--- src/logic/mbd_pkg.sv ---
// Shared constants and types for the station-address and dispatch block.
package mbd_pkg;

  // Station address ranges.
  localparam logic [7:0] SWITCH_ADDR_MAX = 8'h1F;
  localparam logic [7:0] STORED_ADDR_MIN = 8'h20;
  localparam logic [7:0] STORED_ADDR_RESET = 8'h00;
  localparam int SWITCH_COUNT = 6;
  localparam int ADDR_SWITCH_BITS = 5;
  localparam int RESTORE_SWITCH_POS = 5;

  // Function codes served by the dispatcher, and its exception code.
  localparam logic [7:0] FC_READ_OUT_BITS = 8'h01;
  localparam logic [7:0] FC_READ_IN_BITS = 8'h02;
  localparam logic [7:0] FC_READ_IN_REGS = 8'h03;
  localparam logic [7:0] FC_READ_HOLD_REGS = 8'h04;
  localparam logic [7:0] FC_WRITE_OUT_BIT = 8'h05;
  localparam logic [7:0] FC_WRITE_HOLD_REG = 8'h06;
  localparam logic [7:0] FC_WRITE_OUT_BITS = 8'h0F;
  localparam logic [7:0] FC_WRITE_HOLD_REGS = 8'h10;
  localparam logic [7:0] EXC_ILLEGAL_FUNCTION = 8'h01;

  // First reference number of each data space.
  localparam int REF_BASE_OUT_BITS = 1;
  localparam int REF_BASE_IN_BITS = 10001;
  localparam int REF_BASE_IN_REGS = 30001;
  localparam int REF_BASE_HOLD_REGS = 40001;

  // Every register word is sixteen bits wide.
  localparam int WORD_W = 16;

  // Framing modes.
  localparam logic FRAMING_RTU = 1'b0;
  localparam logic FRAMING_ASCII = 1'b1;

  // Communication indicator stretch.
  localparam int CLK_HZ = 40000000;
  localparam int COMM_LED_MS = 50;
  localparam int COMM_LED_CYCLES = COMM_LED_MS * (CLK_HZ / 1000);

  typedef enum logic [1:0] {
    SPACE_OUT_BITS = 2'b00,
    SPACE_IN_BITS = 2'b01,
    SPACE_IN_REGS = 2'b10,
    SPACE_HOLD_REGS = 2'b11
  } mbd_space_t;

  typedef enum logic [1:0] {
    ST_BOOT = 2'b00,
    ST_RESTORE = 2'b01,
    ST_RUN = 2'b10
  } mbd_state_t;

endpackage

--- src/logic/mbd_dispatch.sv ---
// Station address selection and function-code dispatch for the slave.
`timescale 1ns/10ps
//
// Summary of operation
// Switch address 0..31 from five switches weighted 1,2,4,8,16.
// Addresses 32..255 come only from a stored value written by config.
// Output bit space serves codes 1, 5 and 15; 5 and 15 write.
// Input bit space is read only, reached only by code 2.
// Input register space is read only, reached by code 3.
// Holding register space serves codes 4, 6, 16; 6 and 16 write.
// Every register word passed on is sixteen bits.
// Only frames in the selected framing, RTU or ASCII, are served.
// Restore switch on at start clears settings; LED lit until switched off.
// Communication LED lights when a correct packet is answered.
// Frames for another station are ignored and never answered.
module mbd_dispatch #(
  parameter int COMM_LED_CYCLES = mbd_pkg::COMM_LED_CYCLES
) (
  // Clock and reset
  input wire logic clk_sys_in,
  input wire logic rst_in,
  // Switch pins, index 0 weighs one, index 5 is the restore switch
  input wire logic [5:0] switch_pins_in,
  // Configuration writes from the bus or the configuration port
  input wire logic cfg_addr_wr_in,
  input wire logic [7:0] cfg_addr_in,
  input wire logic cfg_mode_wr_in,
  input wire logic cfg_mode_in,
  // Parsed request from the frame decoder
  input wire logic req_valid_in,
  input wire logic req_ascii_in,
  input wire logic [7:0] req_station_in,
  input wire logic [7:0] req_func_in,
  input wire logic [15:0] req_offset_in,
  input wire logic [15:0] req_count_in,
  input wire logic [15:0] req_data_in,
  // Dispatched access
  output logic disp_valid_out,
  output mbd_pkg::mbd_space_t disp_space_out,
  output logic disp_write_out,
  output logic [15:0] disp_offset_out,
  output logic [15:0] disp_count_out,
  output logic [15:0] disp_data_out,
  // Exception answer
  output logic exc_valid_out,
  output logic [7:0] exc_code_out,
  // Status
  output logic [7:0] station_addr_out,
  output logic ascii_mode_out,
  output logic restore_out,
  output logic comm_led_out
);

  logic [5:0] switches;
  logic [7:0] stored_addr;
  logic [7:0] next_station;
  logic accept;
  logic known;
  logic is_write;
  logic [31:0] led_count;
  logic [1:0] boot_wait;
  mbd_pkg::mbd_state_t state;
  mbd_pkg::mbd_space_t next_space;

  mbd_sync #(
    .WIDTH(mbd_pkg::SWITCH_COUNT)
  ) u_sync (
    .clk_sys_in(clk_sys_in),
    .rst_in(rst_in),
    .pin_in(switch_pins_in),
    .level_out(switches)
  );

  // The stored address wins only when it lies above the switch range.
  always_comb
  begin
    if (stored_addr >= mbd_pkg::STORED_ADDR_MIN)
      next_station = stored_addr;
    else
      next_station = {3'h0, switches[mbd_pkg::ADDR_SWITCH_BITS-1:0]};
  end

  always_comb
  begin
    known = 1'b1;
    is_write = 1'b0;
    next_space = mbd_pkg::SPACE_OUT_BITS;
    case (req_func_in)
      mbd_pkg::FC_READ_OUT_BITS: next_space = mbd_pkg::SPACE_OUT_BITS;
      mbd_pkg::FC_WRITE_OUT_BIT,
      mbd_pkg::FC_WRITE_OUT_BITS:
      begin
        next_space = mbd_pkg::SPACE_OUT_BITS;
        is_write = 1'b1;
      end
      mbd_pkg::FC_READ_IN_BITS: next_space = mbd_pkg::SPACE_IN_BITS;
      mbd_pkg::FC_READ_IN_REGS: next_space = mbd_pkg::SPACE_IN_REGS;
      mbd_pkg::FC_READ_HOLD_REGS: next_space = mbd_pkg::SPACE_HOLD_REGS;
      mbd_pkg::FC_WRITE_HOLD_REG,
      mbd_pkg::FC_WRITE_HOLD_REGS:
      begin
        next_space = mbd_pkg::SPACE_HOLD_REGS;
        is_write = 1'b1;
      end
      default: known = 1'b0;
    endcase
  end

  // A frame is served only in run state, in the selected framing and for us.
  assign accept = req_valid_in && (state == mbd_pkg::ST_RUN)
    && (req_ascii_in == ascii_mode_out)
    && (req_station_in == station_addr_out);

  // The restore switch is sampled once, only after the synchroniser has
  // settled; sampling earlier would always see the reset value of zero.
  always_ff @(posedge clk_sys_in)
  begin
    if (rst_in)
      state <= mbd_pkg::ST_BOOT;
    else
    begin
      case (state)
        mbd_pkg::ST_BOOT:
          if (boot_wait != 2'h2)
            state <= mbd_pkg::ST_BOOT;
          else if (switches[mbd_pkg::RESTORE_SWITCH_POS])
            state <= mbd_pkg::ST_RESTORE;
          else
            state <= mbd_pkg::ST_RUN;
        mbd_pkg::ST_RESTORE:
          if (!switches[mbd_pkg::RESTORE_SWITCH_POS])
            state <= mbd_pkg::ST_RUN;
        default: state <= mbd_pkg::ST_RUN;
      endcase
    end
  end

  // The synchroniser needs two edges, so the boot state waits them out.
  always_ff @(posedge clk_sys_in)
  begin
    if (rst_in)
      boot_wait <= 2'h0;
    else if (boot_wait != 2'h3)
      boot_wait <= boot_wait + 2'h1;
  end

  always_ff @(posedge clk_sys_in)
  begin
    if (rst_in)
      restore_out <= 1'b0;
    else
      restore_out <= (state == mbd_pkg::ST_BOOT) && (boot_wait == 2'h2)
        && switches[mbd_pkg::RESTORE_SWITCH_POS];
  end

  // Settings that the restore clears back to factory values.
  always_ff @(posedge clk_sys_in)
  begin
    if (rst_in || restore_out)
    begin
      stored_addr <= mbd_pkg::STORED_ADDR_RESET;
      ascii_mode_out <= mbd_pkg::FRAMING_RTU;
    end
    else
    begin
      if (cfg_addr_wr_in)
        stored_addr <= cfg_addr_in;
      if (cfg_mode_wr_in)
        ascii_mode_out <= cfg_mode_in;
    end
  end

  always_ff @(posedge clk_sys_in)
  begin
    if (rst_in)
      station_addr_out <= 8'h00;
    else
      station_addr_out <= next_station;
  end

  always_ff @(posedge clk_sys_in)
  begin
    if (rst_in)
    begin
      disp_valid_out <= 1'b0;
      disp_space_out <= mbd_pkg::SPACE_OUT_BITS;
      disp_write_out <= 1'b0;
      disp_offset_out <= 16'h0000;
      disp_count_out <= 16'h0000;
      disp_data_out <= 16'h0000;
      exc_valid_out <= 1'b0;
      exc_code_out <= 8'h00;
    end
    else
    begin
      disp_valid_out <= accept && known;
      exc_valid_out <= accept && !known;
      exc_code_out <= mbd_pkg::EXC_ILLEGAL_FUNCTION;
      if (accept && known)
      begin
        disp_space_out <= next_space;
        disp_write_out <= is_write;
        disp_offset_out <= req_offset_in;
        disp_count_out <= req_count_in;
        disp_data_out <= req_data_in;
      end
    end
  end

  // A long stretch keeps a single short reply visible to the eye.
  always_ff @(posedge clk_sys_in)
  begin
    if (rst_in)
      led_count <= 32'h0000_0000;
    else if (accept && known)
      led_count <= 32'(COMM_LED_CYCLES);
    else if (led_count != 32'h0000_0000)
      led_count <= led_count - 32'h0000_0001;
  end

  always_ff @(posedge clk_sys_in)
  begin
    if (rst_in)
      comm_led_out <= 1'b0;
    else
      comm_led_out <= (led_count != 32'h0000_0000)
        || (state == mbd_pkg::ST_RESTORE);
  end
endmodule

--- src/logic/mbd_sync.sv ---
// Two-stage synchroniser for a group of pin inputs.
`timescale 1ns/10ps
module mbd_sync #(
  parameter int WIDTH = 6
) (
  // Clock and reset
  input wire logic clk_sys_in,
  input wire logic rst_in,
  // Pins and synchronised levels
  input wire logic [WIDTH-1:0] pin_in,
  output logic [WIDTH-1:0] level_out
);

  logic [WIDTH-1:0] stage1;

  // The first stage feeds only the second.
  always_ff @(posedge clk_sys_in)
  begin
    if (rst_in)
    begin
      stage1 <= '0;
      level_out <= '0;
    end
    else
    begin
      stage1 <= pin_in;
      level_out <= stage1;
    end
  end

endmodule

--- config.mk ---
export PLATFORM = sky130hd
export DESIGN_NAME = mbd_dispatch
export DESIGN_NICKNAME = d
export VERILOG_FILES = /design/src/logic/mbd_pkg.sv /design/src/logic/mbd_dispatch.sv /design/src/logic/mbd_sync.sv
export SDC_FILE = /design/constraint.sdc
export NUM_CORES = 1
export LEC_CHECK = 0
export BUFFER_PORTS_ARGS = -buffer_cell sky130_fd_sc_hd__buf_4
export CAP_MARGIN = 30
export CORE_MARGIN = 1.5
export CORE_UTILIZATION = 30
export CTS_CLUSTER_DIAMETER = 120
export DETAILED_ROUTE_END_ITERATION = 7
export PLACE_DENSITY = 0.61
export SYNTH_ARGS = -nofsm -noshare
export SYNTH_HDL_FRONTEND = slang
export SYNTH_SLANG_ARGS = --single-unit
--- constraint.sdc ---
create_clock -name clk_sys_in -period 4.26 [get_ports clk_sys_in]
set_input_delay 0.852 -clock clk_sys_in [delete_from_list [all_inputs] [get_ports clk_sys_in]]
set_output_delay 0.852 -clock clk_sys_in [all_outputs]
set_load 0.01 [all_outputs]
==> impl_metrics.json, run 1 <==
{
  "drt-total-wl_um": 11700,
  "async_flop_share_pct": 0,
  "power_report.internal_total_mw": 2.83,
  "worstMarginPinSlew_ns": 0.913,
  "final_common_cell": "buf_4",
  "area_growth_pct": 40.6,
  "synth-seq-cells": 121,
  "grt-ovfl-total": 0,
  "yosys.area.top_type": "dfxtp_1",
  "clk_path_buf_depth": 2,
  "fmax_mhz": 372,
  "cts.clk_slew.worst_paths_ns": 0.05,
  "core_um2": 15300,
  "drv_cap": 0,
  "period_needed_ns": 2.69,
  "cts_tree": "yes",
  "clock_sinks": 121,
  "hold_violations": 0,
  "antenna_cells": 0,
  "layout_common_cells": "buf_4 (153), dfxtp_1 (121), a22o_1 (48)",
  "vias": 3979,
  "setup_tns_ns": 0,
  "die_h_um": 128,
  "highest_layer": "met4",
  "synth_top_area_share_pct": 51.5,
  "design_area_um2": 6620,
  "cts_resized": 0,
  "dpl.hpwl_um": 8640,
  "drtIter0Drc": 206,
  "initial_core_util_pct": 30.8,
  "yosys-top-cells-area": "dfxtp_1 (51%), a22o_1 (8.9%), nor2_1 (3.5%)",
  "setup_violations": 0,
  "htree_levels": 4,
  "combinationalPowerShare_pct": 34.2,
  "ys.flop_type": "dfxtp_1",
  "hp-class": "reg -> reg",
  "seqPwrFrac_pct": 32.8,
  "first_pass_iters": 4,
  "die-area_um2": 16400,
  "synth_cell_types": 56,
  "netlist_area_um2": 4710,
  "viasPerCell": 4.79,
  "rows": 45,
  "leakagePower_nw": 2.84,
  "startpoint_type": "flip-flop",
  "io_pins": 157,
  "place_congestion": 0.769,
  "crit_arrival_ns": 2.98,
  "cts_hold_buf": 0,
  "cp-startpoint": "led_count[8]",
  "io_buffer_count": 149,
  "drt-met1-wl_um": 5040,
  "grt.total_usage_pct": 14.2,
  "wl_per_cell_um": 14.1,
  "nFillCells": 1483,
  "first_global_vias": 3828,
  "power.share.clock_pct": 33.0,
  "synth_edf_count": 0,
  "fin_worst_skew_ns": 0.00732,
  "p_switching_mw": 1.59,
  "grt_max_degree": 39,
  "drive_gt1_share_pct": 32.3,
  "synth-warning-count": 0,
  "worst-setup-path-type": "reg -> reg",
  "drc": 0,
  "synth-seq-area-share_pct": 51.5,
  "swShare_pct": 36.0,
  "rsz0062_at_grt": "false",
  "required_ns": 4.55,
  "netlist_instances": 462,
  "met2WireLength_um": 5790,
  "end_kind": "flip-flop",
  "clock-root-buffer": "clkbuf_16",
  "min_from": "u_sync.stage1[4]",
  "dpl_cell_area_um2": 6010,
  "die_w_um": 128,
  "fin_crit_sh_pct": 63.1,
  "layout.nets": 696,
  "regArea_um2": 2420,
  "post_cts_buffers": 0,
  "power_density_nw_per_um2": 668,
  "relSlewSlack_pct": 38.6,
  "grt_pass1_wl_um": 18500,
  "antenna_found_initial": 0,
  "clk-insertion-delay-late_ns": 0.41,
  "ir_drop_mv": 0.362,
  "status": "finished, final reports clean",
  "met3WireLength_um": 726,
  "synth.avg_cell_area_um2": 10.2,
  "cts_buffers": 17,
  "worstPathMaxFanout": 13,
  "multi_input_area_um2": 2120,
  "reg2reg_from": "led_count[8]",
  "slew_violations": 0,
  "ant_nets": 0
}
-- stage by stage --
step / std cells / setup WS [ns] / utilization, % / hold WS, ns / total power [mW]
finish: 831 / 1.57 / 43.4 / 0.431 / 4.42
global route: 831 / 1.43 / 43.4 / 0.448 / 4.71
CTS: 831 / 1.62 / 43.4 / 0.434 / 4.45
detailed placement: 799 / 1.22 / 39.4 / 0.420 / 2.97
global placement: 798 / 1.21 / 39.2 / 0.423 / 2.93
floorplan: 468 / 1.90 / - / 0.414 / 2.68
-- state kept, by name (all words and copies together) (netlist names) --
name / flops
disp_offset_out: 16
stored_addr: 8
disp_space_out: 2
exc_code_out: 1
ascii_mode_out: 1
disp_data_out: 16
station_addr_out: 8
exc_valid_out: 1
u_sync.stage1: 6
boot_wait: 2
disp_valid_out: 1
state: 2
led_count: 32
restore_out: 1
disp_write_out: 1
disp_count_out: 16
u_sync.level_out: 6
comm_led_out: 1
-- power by group through the flow --
| stage | registers [mW] | clock network (mW) | logic [mW] |
|---|---|---|---|
| 6_report | 1.45 | 1.46 | 1.51 |
| 5_1_grt | 1.48 | 1.54 | 1.69 |
| 4_1_cts | 1.45 | 1.49 | 1.51 |
| 3_5_place_dp | 1.47 | 0 | 1.50 |
| 3_3_place_gp | 1.46 | 0 | 1.46 |
| 2_1_floorplan | 1.44 | 0 | 1.24 |
-- synth_stat cells (all sizes together) (10+ instances only) --
| master | instances |
|---|---|
| xnor2 | 18 |
| or4 | 14 |
| a21oi | 18 |
| mux2i | 14 |
| a22o | 48 |
| nor2b | 18 |
| buf | 18 |
| nand2 | 13 |
| clkbuf | 16 |
| or3 | 12 |
| o31ai | 10 |
| nor4 | 13 |
| dfxtp | 121 |
| nor2 | 44 |
-- logic make-up (layout without fill, tap and decap cells) --
| kind of cell | after synthesis | after routing | share of synthesized area (%) |
|---|---|---|---|
| multiplexers | 14 | 14 | 2.98 |
| buffers and inverters | 40 | 192 | 4.28 |
| AO/OA/AOI/OAI | 105 | 105 | 17.8 |
| other | 1 | 7 | 0.0797 |
| flip-flops | 121 | 121 | 51.5 |
| XOR/XNOR | 24 | 24 | 4.47 |
| adder cells (fa/ha/maj) | 4 | 4 | 1.06 |
| AND/OR/NAND/NOR | 153 | 153 | 17.9 |
-- area by class of cell --
class | count | share of cell area [%]
well taps | 211 | 3.99
flip-flops and latches | 121 | 36.6
repair buffers | 154 | 17.8
clock inverters | 13 | 2.51
clock buffers | 19 | 6.69
inverters | 6 | 0.340
multi-input cells | 307 | 32.1
-- critical path, cell delays in order (launching register included) --
cell,delay [ns]
dfxtp_1,0.36
nor4_1,0.58
nand2_1,0.47
o31ai_2,0.75
nor4_1,0.13
a211o_1,0.29
-- metal layers --
metal	global-route usage (%)	vias up
li1	-	1980
met1	17.2	1870
met2	23.6	115
met3	3.46	14
met4	6.87	0
met5	0	-
-- path summary, 6_finish.rpt --
| check | cells after the start | slack, ns | to |
|---|---|---|---|
| worst max-delay path | 5 | 1.57 | led_count[18] |
| worst min-delay path | 1 | 0.43 | u_sync.level_out[4] |
| worst max register to register | 5 | 1.57 | led_count[18] |
| worst min register to register | 1 | 0.43 | u_sync.level_out[4] |
(Power assumes the default switching activity.)
==> run 2, diff against run 1 <==
- ABC_AREA: unset -> 1
- PLACE_DENSITY: 0.61 -> 0.62
- clock period: 4.26 -> 2.4 ns (I/O delays scaled with it)
==> run 2 against run 1 <==
First-iteration DRC count is 3.9% higher; critical endpoint is now led_count[20]; largest power group unchanged; sequential share of layout area is 3.7 points lower; worst setup slack worse by 1.2 ns; worst hold slack worse by 0.16 ns; cell count is 44% higher; clock skew is 0.0010 ns higher; register-to-register slack worse by 1.2 ns; global-route usage is 0.75 points higher; critical path depth is 5 higher; utilization is 2.2 points lower; routed wire length is 19% higher; critical path type unchanged.
==> impl_metrics.json, run 2 <==
{
  "status": "finished, final reports clean",
  "synth-seq-cells": 121,
  "synth-warning-count": 0,
  "yosys.area.top_type": "dfxtp_1",
  "synth_top_area_share_pct": 44.2,
  "ant_nets": 0,
  "finalNonFillerCells": 1195,
  "largest_register_ffs": 32,
  "leakagePower_nw": 3.78,
  "top_register": "led_count",
  "reg2reg_to": "led_count[20]",
  "first_pass_iters": 4,
  "wl_per_cell_um": 11.7,
  "die_w_um": 138,
  "first_global_vias": 5071,
  "viasPerCell": 4.44,
  "r2r_slack_ns": 0.35,
  "cts.clk_slew.worst_paths_ns": 0.06,
  "rows": 49,
  "io_pins": 157,
  "layout.nets": 1042,
  "clock_sinks": 121,
  "nFillCells": 1908,
  "ir_drop_mv": 0.490,
  "htree_levels": 4,
  "critical-path-max-stage-delay_ns": 0.43,
  "synth_common_cells": "nand2_1 (199), nor2_1 (153), nand3_1 (130)",
  "cts_resized": 0,
  "post_cts_buffers": 0,
  "hold_violations": 0,
  "yosys-top-cells-area": "dfxtp_1 (44%), nand2_1 (14%), nand3_1 (12%)",
  "met2WireLength_um": 6590,
  "place_ws_ns": 0.362,
  "setup_violations": 0,
  "dpl.hpwl_um": 10200,
  "design_area_um2": 7360,
  "drv_cap": 0,
  "netlist_area_um2": 5480,
  "power_report.internal_total_mw": 4.78,
  "layout_common_cells": "nand2_1 (199), nor2_1 (153), buf_4 (153)",
  "drtIter0Drc": 214,
  "synth.avg_cell_area_um2": 6.77,
  "vias": 5311,
  "grt_pass1_wl_um": 23700,
  "synth-seq-area-share_pct": 44.2,
  "antenna_cells": 0,
  "drt-total-wl_um": 14000,
  "holdPathEnd": "u_sync.stage1[1]",
  "worst_path_max_delay_cell": "nand2_1",
  "relSlewSlack_pct": 53.7,
  "startpoint_type": "flip-flop",
  "setup_slack_ns": 0.347,
  "met3WireLength_um": 716,
  "die-area_um2": 19100,
  "grt.total_usage_pct": 14.9,
  "hold_depth": 3,
  "reg2reg_from": "led_count[0]",
  "dpl_cell_area_um2": 6800,
  "drive_gt1_share_pct": 20.6,
  "clock-root-buffer": "clkbuf_16",
  "initial_core_util_pct": 30.6,
  "clk_path_buf_depth": 2,
  "power_density_nw_per_um2": 1060,
  "crit_arrival_ns": 2.33,
  "die_h_um": 138,
  "clk-insertion-delay-late_ns": 0.40,
  "power.share.clock_pct": 30.8,
  "worstMarginPinSlew_ns": 0.692,
  "fin_worst_skew_ns": 0.00836,
  "p_total_mw": 7.80,
  "worstPathMaxFanout": 19,
  "period_needed_ns": 2.05,
  "antenna_found_initial": 0,
  "seqPwrFrac_pct": 32.1,
  "required_ns": 2.68,
  "grt-ovfl-total": 0,
  "place_inst": 1163,
  "min_from": "switch_pins_in[1]",
  "crit_chain": "inv_1 > ha_1 > inv_1 > nor2_1 > nand2_1 > nor2_1 > nand2_1 > buf_4 > nand3_1 > a21oi_1",
  "cts_buffers": 17,
  "reg2regPathDepth": 10,
  "synth_cell_types": 29,
  "drt-met1-wl_um": 6470,
  "slew_violations": 0,
  "fin_util_pct": 41.1,
  "netlist_instances": 809,
  "core_um2": 17900,
  "ys.flop_type": "dfxtp_1",
  "cts_hold_buf": 0,
  "setup_tns_ns": 0,
  "p_switching_mw": 3.02,
  "hp-class": "in -> reg",
  "rsz0062_at_grt": "false",
  "fin_crit_sh_pct": 85.5,
  "fmax_mhz": 487,
  "place_congestion": 0.878,
  "async_flop_share_pct": 0,
  "end_kind": "flip-flop",
  "worst-setup-path-type": "reg -> reg",
  "synth_edf_count": 0,
  "cts_tree": "yes",
  "final_common_cell": "nand2_1",
  "grt_max_degree": 53,
  "whs_ns": 0.269,
  "combinationalPowerShare_pct": 37.2,
  "synth_most_common_cell": "nand2_1",
  "highest_layer": "met4",
  "area_growth_pct": 34.5,
  "swShare_pct": 38.8,
  "io_buffer_count": 149,
  "drc": 0
}
==> run 2: changes by cell type after synthesis, moves of 9 or more <==
cell | previous run | this run
nor2_1 | 44 | 153
a22o_1 | 48 | 0
nand2_1 | 13 | 199
inv_1 | 6 | 83
or3_1 | 10 | 0
or4_1 | 13 | 0
nor4_1 | 12 | 0
mux2i_1 | 14 | 0
o31ai_1 | 9 | 0
o21ai_0 | 6 | 18
nand3_1 | 6 | 130
xnor2_1 | 18 | 8
clkbuf_1 | 16 | 4
nor2b_1 | 18 | 0
==> run 2: logic make-up (layout without fill, tap and decap cells) <==
group | count (synthesis) | in the layout | share of synthesized area (%)
buf+inv | 126 | 277 | 10.1
compound gates | 41 | 41 | 3.98
simple gates | 501 | 501 | 38.3
flops | 121 | 121 | 44.2
fa+ha+maj | 4 | 4 | 0.914
other cells | 1 | 7 | 0.0685
xor+xnor | 15 | 15 | 2.40
==> run 2: cell type report <==
type | instances | area (um2) | area share [%]
clock buffers | 17 | 425 | 5.78
clock inverters | 15 | 141 | 1.92
inverters | 88 | 330 | 4.49
multi-input cells | 568 | 2530 | 34.4
flip-flops and latches | 121 | 2420 | 32.9
well taps | 229 | 287 | 3.89
repair buffers | 157 | 1230 | 16.7
==> run 2: worst max-delay path: cells and delay by family (launching register included) <==
kind            cells  cell delay [ns]
compound gates      1             0.07
fa+ha+maj           1             0.17
buf+inv             3             0.54
flops               1             0.31
simple gates        5             0.84
==> run 2: how the worst max path moves through the flow <==
stage,start,end,slack (ns),cells after the start
CTS,led_count[0],led_count[20],0.32,10
global placement,led_count[0],led_count[20],0.38,10
floorplan,req_func_in[5],disp_offset_out[7],0.91,9
finish,led_count[0],led_count[20],0.35,10
detailed placement,led_count[0],led_count[20],0.36,10
global route,led_count[0],led_count[20],0.15,10
==> run 2: power groups by stage <==
| stage | clock, mW | sequential, mW | combinational (mW) |
|---|---|---|---|
| final | 2.40 | 2.50 | 2.90 |
| after global routing | 2.56 | 2.54 | 3.36 |
| after floorplan | 0 | 2.47 | 2.22 |
| after detailed placement | 0 | 2.53 | 2.87 |
| after CTS | 2.45 | 2.50 | 2.90 |
| after global placement | 0 | 2.53 | 2.85 |
==> run 2: per-layer routing <==
layer / vias to the layer above / track usage (%)
met4: 0 / 5.82
met3: 20 / 4.43
met2: 103 / 24.4
li1: 2812 / -
met5: - / 0
met1: 2376 / 18.5
